`src/common/sac_pkg.sv`:
```
// package: register map, field layout and reset values of the converter configuration block
package sac_pkg;

  // ==========================================================================
  // register offsets
  // ==========================================================================
  localparam logic [7:0] SAC_ADDR_ACC_CFG   = 8'hba;  // accumulator_config
  localparam logic [7:0] SAC_ADDR_CONV_CFG  = 8'hbc;  // converter_config
  localparam logic [7:0] SAC_ADDR_RES_LOW   = 8'hbe;  // result_low_byte
  localparam logic [7:0] SAC_ADDR_RES_HIGH  = 8'hbf;  // result_high_byte
  localparam logic [7:0] SAC_ADDR_CTRL      = 8'hc0;  // control
  localparam logic [7:0] SAC_ADDR_STATUS    = 8'hc1;  // interrupt status, write one to clear
  localparam logic [7:0] SAC_ADDR_MASK      = 8'hc2;  // interrupt mask

  // ==========================================================================
  // field positions
  // ==========================================================================
  localparam int SAC_CTRL_ENABLE_BIT = 7;  // converter_enable
  localparam int SAC_CTRL_BURST_BIT  = 6;  // burst_mode_enable
  localparam int SAC_CTRL_START_BIT  = 4;  // write one: start conversion
  localparam int SAC_ACC_AE_BIT      = 6;  // accumulate_enable
  localparam int SAC_STAT_DONE_BIT   = 0;  // conversion_done_flag

  // ==========================================================================
  // reset values and timing counts
  // ==========================================================================
  localparam logic [7:0] SAC_CONV_CFG_RESET = 8'hf8;
  localparam logic [7:0] SAC_ACC_CFG_RESET  = 8'h00;
  localparam logic [1:0] SAC_TRACK_SAR_CLKS = 2'h3;   // extra tracking clocks in delayed mode
  localparam logic [3:0] SAC_BITS_10        = 4'ha;   // sar clocks of a 10-bit conversion
  localparam logic [3:0] SAC_BITS_8         = 4'h8;   // sar clocks of an 8-bit conversion
  localparam int         SAC_LJ_SHIFT       = 6;      // left justify of a 10-bit value in 16 bits

  // ==========================================================================
  // field layouts
  // ==========================================================================
  typedef struct packed {
    logic [4:0] sar_clock_divider;
    logic       eight_bit_mode_enable;
    logic       delayed_track_select;
    logic       input_gain_select;
  } sac_conv_cfg_t;

  typedef struct packed {
    logic       reserved;
    logic       accumulate_enable;
    logic [2:0] shift_justify_select;
    logic [2:0] burst_repeat_count;
  } sac_acc_cfg_t;

  typedef enum logic [2:0] {
    SAC_SJ_RIGHT0 = 3'h0,
    SAC_SJ_RIGHT1 = 3'h1,
    SAC_SJ_RIGHT2 = 3'h2,
    SAC_SJ_RIGHT3 = 3'h3,
    SAC_SJ_LEFT   = 3'h4
  } sac_sj_t;

  typedef enum logic {
    SAC_FLOW_IDLE,
    SAC_FLOW_RUN
  } sac_flow_t;

endpackage : sac_pkg

```
`src/logic/sac_top.sv`:
```
// module: configuration, sequencing and result formatting around a 10-bit sar converter
//
// The plain strobed port was left to the implementer.
`timescale 1ns/10ps
// Overview of operation
// - sar clock is the source clock divided by divider field plus one, field in bits 7:3.
// - without burst mode the divider is fed by the system clock.
// - with burst mode the divider is fed by the 20 mhz low-power oscillator.
// - bit 2 selects 8-bit conversions when one, 10-bit when zero.
// - track-mode bit clear: conversion starts right after the start event.
// - track-mode bit set: track three sar clocks, then convert.
// - bit 0 selects gain: zero gives half gain, one gives unity gain.
// - outside burst, accumulate enable picks latest result or running sum.
// - writing zero to the result pair clears the accumulated sum.
// - accumulate enable is write-only and always reads zero.
// - reserved top bit of accumulator config always reads zero.
// - shift/justify field: right with shift 0..3 or left justified, others unused.
// - in burst mode repeat code 0..5 runs 1,4,8,16,32,64 conversions.
// - 8-bit mode converts eight msbs, zeroes two lsbs, ends two sar clocks earlier.
// - done flag per conversion without burst, per whole burst with burst.
module sac_top
  import sac_pkg::*;
#(
  parameter int ACC_W = 16
) (
  input  wire logic       clk,
  input  wire logic       rstn,
  input  wire logic [7:0] reg_addr,
  input  wire logic [7:0] reg_wdata,
  input  wire logic       reg_wr,
  input  wire logic       reg_rd,
  output logic      [7:0] reg_rdata,
  input  wire logic       lp_osc_clk,
  input  wire logic       start_event,
  input  wire logic [9:0] sar_sample,
  output logic            sar_conversion_clock,
  output logic            track_active,
  output logic            convert_active,
  output logic            eight_bit_mode,
  output logic            input_gain_select,
  output logic            irq
);

  // ==========================================================================
  // register storage
  // ==========================================================================
  sac_conv_cfg_t    conv_cfg;
  sac_acc_cfg_t     acc_cfg;
  logic             converter_enable;
  logic             burst_mode_enable;
  logic             done_status;
  logic             done_mask;
  logic [7:0]       res_high_stage;
  logic [ACC_W-1:0] acc;

  // ==========================================================================
  // register decode
  // ==========================================================================
  wire wr_conv_cfg = reg_wr && (reg_addr == SAC_ADDR_CONV_CFG);
  wire wr_acc_cfg  = reg_wr && (reg_addr == SAC_ADDR_ACC_CFG);
  wire wr_res_low  = reg_wr && (reg_addr == SAC_ADDR_RES_LOW);
  wire wr_res_high = reg_wr && (reg_addr == SAC_ADDR_RES_HIGH);
  wire wr_ctrl     = reg_wr && (reg_addr == SAC_ADDR_CTRL);
  wire wr_status   = reg_wr && (reg_addr == SAC_ADDR_STATUS);
  wire wr_mask     = reg_wr && (reg_addr == SAC_ADDR_MASK);
  wire sw_start    = wr_ctrl && reg_wdata[SAC_CTRL_START_BIT];

  // configuration registers; the reserved bit is never stored
  always_ff @(posedge clk or negedge rstn) begin
    if (!rstn) begin
      conv_cfg <= sac_conv_cfg_t'(SAC_CONV_CFG_RESET);
      acc_cfg  <= sac_acc_cfg_t'(SAC_ACC_CFG_RESET);
    end else begin
      if (wr_conv_cfg) begin
        conv_cfg <= sac_conv_cfg_t'(reg_wdata);
      end
      if (wr_acc_cfg) begin
        acc_cfg          <= sac_acc_cfg_t'(reg_wdata);
        acc_cfg.reserved <= 1'b0;
      end
    end
  end

  // control register and interrupt mask
  always_ff @(posedge clk or negedge rstn) begin
    if (!rstn) begin
      converter_enable  <= 1'b0;
      burst_mode_enable <= 1'b0;
      done_mask         <= 1'b0;
    end else begin
      if (wr_ctrl) begin
        converter_enable  <= reg_wdata[SAC_CTRL_ENABLE_BIT];
        burst_mode_enable <= reg_wdata[SAC_CTRL_BURST_BIT];
      end
      if (wr_mask) begin
        done_mask <= reg_wdata[SAC_STAT_DONE_BIT];
      end
    end
  end

  // ==========================================================================
  // source clock selection and sar clock divider
  // ==========================================================================
  // the oscillator is foreign to clk, so it is synchronised before its edge is seen;
  // 20 mhz sampled at 50 mhz leaves every rising edge visible
  logic lp_sync1;
  logic lp_sync2;
  logic lp_prev;
  always_ff @(posedge clk or negedge rstn) begin
    if (!rstn) begin
      lp_sync1 <= 1'b0;
      lp_sync2 <= 1'b0;
      lp_prev  <= 1'b0;
    end else begin
      lp_sync1 <= lp_osc_clk;
      lp_sync2 <= lp_sync1;
      lp_prev  <= lp_sync2;
    end
  end

  wire       lp_rise  = lp_sync2 && !lp_prev;
  wire       src_tick = burst_mode_enable ? lp_rise : 1'b1;
  logic [4:0] div_cnt;
  wire       div_wrap = (div_cnt >= conv_cfg.sar_clock_divider);
  wire       sar_tick = src_tick && div_wrap;

  // a divider written smaller than the running count wraps at the next source tick
  // divider counts source ticks; one sar clock each divider+1 ticks
  always_ff @(posedge clk or negedge rstn) begin
    if (!rstn) begin
      div_cnt              <= 5'h00;
      sar_conversion_clock <= 1'b0;
    end else if (src_tick) begin
      div_cnt              <= div_wrap ? 5'h00 : div_cnt + 5'h01;
      sar_conversion_clock <= div_wrap;
    end else begin
      sar_conversion_clock <= 1'b0;
    end
  end

  // ==========================================================================
  // sample input capture
  // ==========================================================================
  // comparator result arrives from the analog side, so it is resynchronised
  logic [9:0] sample_sync1;
  logic [9:0] sample_sync2;
  always_ff @(posedge clk or negedge rstn) begin
    if (!rstn) begin
      sample_sync1 <= 10'h000;
      sample_sync2 <= 10'h000;
    end else begin
      sample_sync1 <= sar_sample;
      sample_sync2 <= sample_sync1;
    end
  end

  // ==========================================================================
  // sample word hand-over
  // ==========================================================================
  // bits of one comparator word may leave the flops above in different cycles;
  // a word is only taken once it has read the same on two clocks in a row
  logic [9:0] sample_sync3;
  logic [9:0] sample_word;
  wire        sample_steady = (sample_sync2 == sample_sync3);
  always_ff @(posedge clk or negedge rstn) begin
    if (!rstn) begin
      sample_sync3 <= 10'h000;
      sample_word  <= 10'h000;
    end else begin
      sample_sync3 <= sample_sync2;
      if (sample_steady) begin
        sample_word <= sample_sync3;
      end
    end
  end

  // ==========================================================================
  // conversion sequencer
  // ==========================================================================
  sac_flow_t  flow;
  logic       tracking;
  logic [3:0] step_cnt;
  logic [6:0] conv_left;

  // conversions in one start: one outside burst, the repeat code inside it
  logic [6:0] burst_len;
  always_comb begin
    unique case (acc_cfg.burst_repeat_count)
      3'h1:    burst_len = 7'd4;
      3'h2:    burst_len = 7'd8;
      3'h3:    burst_len = 7'd16;
      3'h4:    burst_len = 7'd32;
      3'h5:    burst_len = 7'd64;
      default: burst_len = 7'd1;
    endcase
  end

  // a start that arrives while a run is in progress is dropped, not queued
  // burst powers the converter itself, otherwise the enable must be on
  wire        start_ok   = (flow == SAC_FLOW_IDLE) && (converter_enable || burst_mode_enable);
  wire        start_req  = start_ok && (sw_start || start_event);
  wire [6:0]  start_len  = burst_mode_enable ? burst_len : 7'd1;
  wire [3:0]  conv_bits  = conv_cfg.eight_bit_mode_enable ? SAC_BITS_8 : SAC_BITS_10;
  wire        track_done = tracking && sar_tick && (step_cnt[1:0] == SAC_TRACK_SAR_CLKS - 2'h1);
  wire        conv_done  = (flow == SAC_FLOW_RUN) && !tracking && sar_tick
                           && (step_cnt == conv_bits - 4'h1);
  wire        last_conv  = conv_done && (conv_left == 7'd1);
  wire        first_conv = (conv_left == start_len);

  // tracking phase, then one sar clock per result bit
  always_ff @(posedge clk or negedge rstn) begin
    if (!rstn) begin
      flow      <= SAC_FLOW_IDLE;
      tracking  <= 1'b0;
      step_cnt  <= 4'h0;
      conv_left <= 7'd0;
    end else if (start_req) begin
      flow      <= SAC_FLOW_RUN;
      tracking  <= conv_cfg.delayed_track_select;
      step_cnt  <= 4'h0;
      conv_left <= start_len;
    end else if (flow == SAC_FLOW_RUN) begin
      if (track_done) begin
        tracking <= 1'b0;
        step_cnt <= 4'h0;
      end else if (conv_done) begin
        step_cnt  <= 4'h0;
        conv_left <= conv_left - 7'd1;
        tracking  <= conv_cfg.delayed_track_select;
        if (last_conv) begin
          flow <= SAC_FLOW_IDLE;
        end
      end else if (sar_tick) begin
        step_cnt <= step_cnt + 4'h1;
      end
    end
  end

  // ==========================================================================
  // accumulator
  // ==========================================================================
  wire [9:0]       sample_fmt = conv_cfg.eight_bit_mode_enable ? {sample_word[9:2], 2'b00} : sample_word;
  wire             add_mode   = burst_mode_enable ? !first_conv : acc_cfg.accumulate_enable;
  wire [ACC_W-1:0] sample_ext = ACC_W'(sample_fmt);
  wire [ACC_W-1:0] next_acc   = add_mode ? acc + sample_ext : sample_ext;

  // sixty-four full-scale ten-bit results still fit in sixteen bits, so a burst sum never wraps; a running sum outside burst can
  // software load of the pair takes priority; a zero pair clears the sum
  always_ff @(posedge clk or negedge rstn) begin
    if (!rstn) begin
      acc            <= '0;
      res_high_stage <= 8'h00;
    end else begin
      if (wr_res_high) begin
        res_high_stage <= reg_wdata;
      end
      if (wr_res_low) begin
        acc <= ACC_W'({res_high_stage, reg_wdata});
      end else if (conv_done) begin
        acc <= next_acc;
      end
    end
  end

  // ==========================================================================
  // result formatting
  // ==========================================================================
  // reserved justify codes fall to the unshifted view rather than an undefined one
  // left justify only makes sense for a single 10-bit result, upper sum bits fall off
  logic [ACC_W-1:0] result_fmt;
  always_comb begin
    unique case (acc_cfg.shift_justify_select)
      SAC_SJ_RIGHT1: result_fmt = acc >> 1;
      SAC_SJ_RIGHT2: result_fmt = acc >> 2;
      SAC_SJ_RIGHT3: result_fmt = acc >> 3;
      SAC_SJ_LEFT:   result_fmt = acc << SAC_LJ_SHIFT;
      default:       result_fmt = acc;
    endcase
  end

  // ==========================================================================
  // completion flag and interrupt
  // ==========================================================================
  wire done_event = conv_done && (burst_mode_enable ? last_conv : 1'b1);

  // a completion in the clear cycle wins over the clear
  always_ff @(posedge clk or negedge rstn) begin
    if (!rstn) begin
      done_status <= 1'b0;
    end else if (done_event) begin
      done_status <= 1'b1;
    end else if (wr_status && reg_wdata[SAC_STAT_DONE_BIT]) begin
      done_status <= 1'b0;
    end
  end

  assign irq = done_status && done_mask;

  // ==========================================================================
  // read path
  // ==========================================================================
  logic [7:0] rd_mux;
  always_comb begin
    unique case (reg_addr)
      SAC_ADDR_CONV_CFG: rd_mux = conv_cfg;
      SAC_ADDR_ACC_CFG:  rd_mux = {2'b00, acc_cfg.shift_justify_select, acc_cfg.burst_repeat_count};
      SAC_ADDR_RES_LOW:  rd_mux = result_fmt[7:0];
      SAC_ADDR_RES_HIGH: rd_mux = result_fmt[15:8];
      SAC_ADDR_CTRL:     rd_mux = {converter_enable, burst_mode_enable, 1'b0, flow == SAC_FLOW_RUN, 4'h0};
      SAC_ADDR_STATUS:   rd_mux = {7'h00, done_status};
      SAC_ADDR_MASK:     rd_mux = {7'h00, done_mask};
      default:           rd_mux = 8'h00;
    endcase
  end

  // a zero outside the read slot lets several readers share one return bus
  // read data stand in the cycle after the strobe only
  always_ff @(posedge clk or negedge rstn) begin
    if (!rstn) begin
      reg_rdata <= 8'h00;
    end else begin
      reg_rdata <= reg_rd ? rd_mux : 8'h00;
    end
  end

  // ==========================================================================
  // analog-side controls
  // ==========================================================================
  always_ff @(posedge clk or negedge rstn) begin
    if (!rstn) begin
      track_active      <= 1'b0;
      convert_active    <= 1'b0;
      eight_bit_mode    <= 1'b0;
      input_gain_select <= 1'b0;
    end else begin
      track_active      <= (flow == SAC_FLOW_RUN) && tracking;
      convert_active    <= (flow == SAC_FLOW_RUN) && !tracking;
      eight_bit_mode    <= conv_cfg.eight_bit_mode_enable;
      input_gain_select <= conv_cfg.input_gain_select;
    end
  end

endmodule // sac_top

```
`config.mk`:
```
export PLATFORM = sky130hd
export DESIGN_NAME = sac_top
export DESIGN_NICKNAME = d
export VERILOG_FILES = /design/src/common/sac_pkg.sv /design/src/logic/sac_top.sv
export SDC_FILE = /design/constraint.sdc
export NUM_CORES = 1
export LEC_CHECK = 0
export BUFFER_PORTS_ARGS = -buffer_cell sky130_fd_sc_hd__buf_2
export CORE_MARGIN = 4
export CORE_UTILIZATION = 50
export CTS_CLUSTER_DIAMETER = 200
export DETAILED_ROUTE_END_ITERATION = 10
export PLACE_DENSITY = 0.68
export SLEW_MARGIN = 20
export SYNTH_ARGS = -nofsm -noshare
export SYNTH_HDL_FRONTEND = slang
export SYNTH_SLANG_ARGS = --single-unit
export TNS_END_PERCENT = 30
```
`constraint.sdc`:
```
create_clock -name clk -period 3.07 [get_ports clk]
set_clock_uncertainty 0.15 [all_clocks]
set_input_delay 0.614 -clock clk [delete_from_list [all_inputs] [get_ports clk]]
set_output_delay 0.614 -clock clk [all_outputs]
set_load 0.005 [all_outputs]
```
==> flow_metrics.py <==
metrics = {
    "die": {
        "core_area_um2": 12670,
        "initial_core_util_pct": 51.42,
        "die_h_um": 122.2,
        "io_pins": 46,
        "die-area_um2": 14920,
        "die_w_um": 122.2,
        "rows": 41,
    },
    "clocking": {
        "cts_tree": "done",
        "numCtsBuffers": 17,
        "clkSinkCount": 117,
        "cts-root-buf": "clkbuf_16",
        "cts_buffer_depth": 2,
        "cts_resized": 0,
        "worstSkewPairLatency_ns": 0.42,
        "htreeDepth": 4,
        "path_clk_slew_ns": 0.06,
    },
    "layout": {
        "drive_above_1_share_pct": 20.53,
        "n_antenna_cell": 0,
        "syn_to_final_growth_pct": 14.56,
        "fin_cells": 883,
        "final_nets": 751,
    },
    "place": {
        "portBuffers": 45,
        "place.gp.congestion": 0.8824,
        "post-place-ws_ns": 0.3397,
        "detailed_place_hpwl_um": 11740,
        "dpl.cell_count": 850,
    },
    "setup_path": {
        "crit_path_max_incr_delay_ns": 0.41,
        "crit_path_top_delay_cell": "fa_1",
        "path_cells": "nor2b_1, ha_1, inv_1, fa_1, nor2b_1, o2111ai_1, nand3_1, a21bo_2, nand3_1, or3_1, a31oi_1",
        "critical_path_arrival_ns": 2.94,
        "required_ns": 3.25,
        "critPathKind": "flip-flop to flip-flop",
        "start_kind": "flip-flop",
        "cp-end-kind": "flip-flop",
        "crit_fanout": 3,
    },
    "timing": {
        "tns_ns": 0,
        "hold_ws_ns": 0.1480,
        "min_period_over_period_pct": 89.91,
        "fmax_ghz": 0.3623,
        "worst_pin_slew_ns": 0.6746,
        "relSlewSlack_pct": 54.69,
        "setup_viol_count_final": 0,
        "hold_violations": 0,
        "setup_ws_ns": 0.3098,
        "maxSlewViolCount": 0,
        "fin_crit_ns": 2.760,
        "rsz0062_at_grt": "false",
    },
    "drt": {
        "drt_iter0_drc": 450,
        "drtAntennaViolNets": 0,
        "wl_um": 16090,
        "vias": 5290,
        "avgViaCountPerCell": 5.991,
        "drc": 0,
        "drt-pass1-iter-count": 5,
        "avgRoutedWirePerCell_um": 18.23,
    },
    "global_routing": {
        "grt_max_degree": 74,
        "antenna_found_initial": 0,
        "grt_pass1_vias": 5106,
        "grt_use_total_pct": 22.79,
        "grt-ovfl-total": 0,
        "grt_pass1_wl_um": 26260,
    },
    "yosys": {
        "syn_nets": 704,
        "seq_area_frac_synth_pct": 45.04,
        "synth_edf_count": 0,
        "yosysUniqueCellTypes": 75,
        "ys.flop_type": "dfrtp_1",
        "yosysWarnings": 0,
        "synth_most_common_cell": "dfrtp_1",
        "synthTopCellsByCount": "dfrtp_1, nand2_1, a21oi_1",
        "synthArstFlopShare_pct": 100.0,
        "synthCells": 651,
        "ys_seq_elements": 117,
        "synth_area_leader_cell": "dfrtp_1",
        "synth.top_cell.area_share_pct": 43.02,
        "synth_area_leaders": "dfrtp_1, mux2_2, ha_1, nand2_1, a21oi_1",
        "synth_area_per_cell_um2": 10.01,
        "syn-cell-area_um2": 6515,
    },
    "outcome": {
        "status": "completed",
    },
    "power": {
        "vdd_drop_max_v": 0.0005757,
        "power_density_nw_per_um2": 677.3,
        "cellLeakagePower_nw": 3.289,
    },
    "flow_run": {
        "maxCapViolCount": 0,
    },
    "worst_hold_path": {
        "hold_class": "primary input to flip-flop",
    },
}
## layer usage
layer / global-route usage [%] / routed length [µm] / part of all wire (%) / up-vias
li1: - / - / - / 2477
met1: 30.20 / 7089 / 44 / 2588
met2: 35.46 / 7562 / 47 / 183
met3: 4.921 / 927 / 5.8 / 42
met4: 11.48 / 514 / 3.2 / 0
met5: 0 / 0 / 0 / -
## logic make-up (layout without fill, tap and decap cells)
family	after synthesis	in the layout	synth area share, %
fa+ha+maj	21	21	4.148
buf+inv	50	110	3.783
simple gates	203	203	16.21
xor+xnor	27	27	3.630
compound gates	175	175	17.53
mux	58	58	9.660
flops	117	117	45.04
## state kept, by name, summed over array words and instances, names as in the netlist, 4 cells and up
| signal | count |
|---|---|
| sample_word | 10 |
| conv_cfg | 8 |
| reg_rdata | 8 |
| acc_cfg | 7 |
| div_cnt | 5 |
| sample_sync2 | 10 |
| acc | 16 |
| conv_left | 7 |
| res_high_stage | 8 |
| sample_sync1 | 10 |
| step_cnt | 4 |
| sample_sync3 | 10 |
## worst max-delay path: cells and delay by family, from the launching register on
family                     cells  cell delay [ns]
and+or+nand+nor                5             0.93
DFF                            1             0.37
adders and majority gates      2             0.63
AOI/OAI and AO/OA              3             0.51
buffers and inverters          1             0.07
## placed cells by master (no fill, tap or decap), types with 14 or more instances in the layout
cell type  count
dfrtp_1      112
a22oi_1       14
ha_1          20
nor2_1        38
xnor2_1       18
mux2_2        38
buf_2         44
nand2_1       65
inv_1         18
o21ai_0       38
clkbuf_16     17
nand3_1       18
mux2i_1       19
buf_4         14
a21oi_1       40
## timing repair
item / in CTS / in global routing
endpoints found under the hold margin: 13 / 0
hold buffers: 1 / 0
buffers inserted: 0 / 0
## final timing paths
check | endpoint | start | depth (start not counted) | slack, ns
max in group asynchronous | conv_cfg[5] | rstn | 3 | 1.64
worst min register to register | lp_sync2 | lp_sync1 | 0 | 0.20
worst min-delay path | sample_sync1[2] | sar_sample[2] | 1 | 0.15
min in group asynchronous | conv_cfg[0] | rstn | 2 | 0.46
worst max register to register | acc[14] | conv_cfg[2] | 11 | 0.31
worst max-delay path | acc[14] | conv_cfg[2] | 11 | 0.31
## power by group
part	switching, mW	total (mW)	internal, mW
Sequential	0.356	2.12	1.76
Clock	0.681	1.85	1.17
Combinational	0.584	1.08	0.501
## stage by stage
step,utilization (%),cell area (µm²),total power [mW]
final,58.90,7463,5.055
after global routing,58.90,7463,5.348
after CTS,58.90,7463,5.080
after floorplan,-,6515,2.859
after global placement,54.43,6897,3.160
after detailed placement,54.43,6897,3.214
## layout make-up
type                            count  area [µm²]
Clock buffer                       23       478.0
Clock inverter                      9       78.83
Fill cell                        1103        5207
Inverter                           18       67.56
Multi-Input combinational cell    484        3334
Sequential cell                   117        2934
Tap cell                          172       215.2
Timing Repair Buffer               60       355.3
No activity file was read; power rests on OpenSTA's default activity.
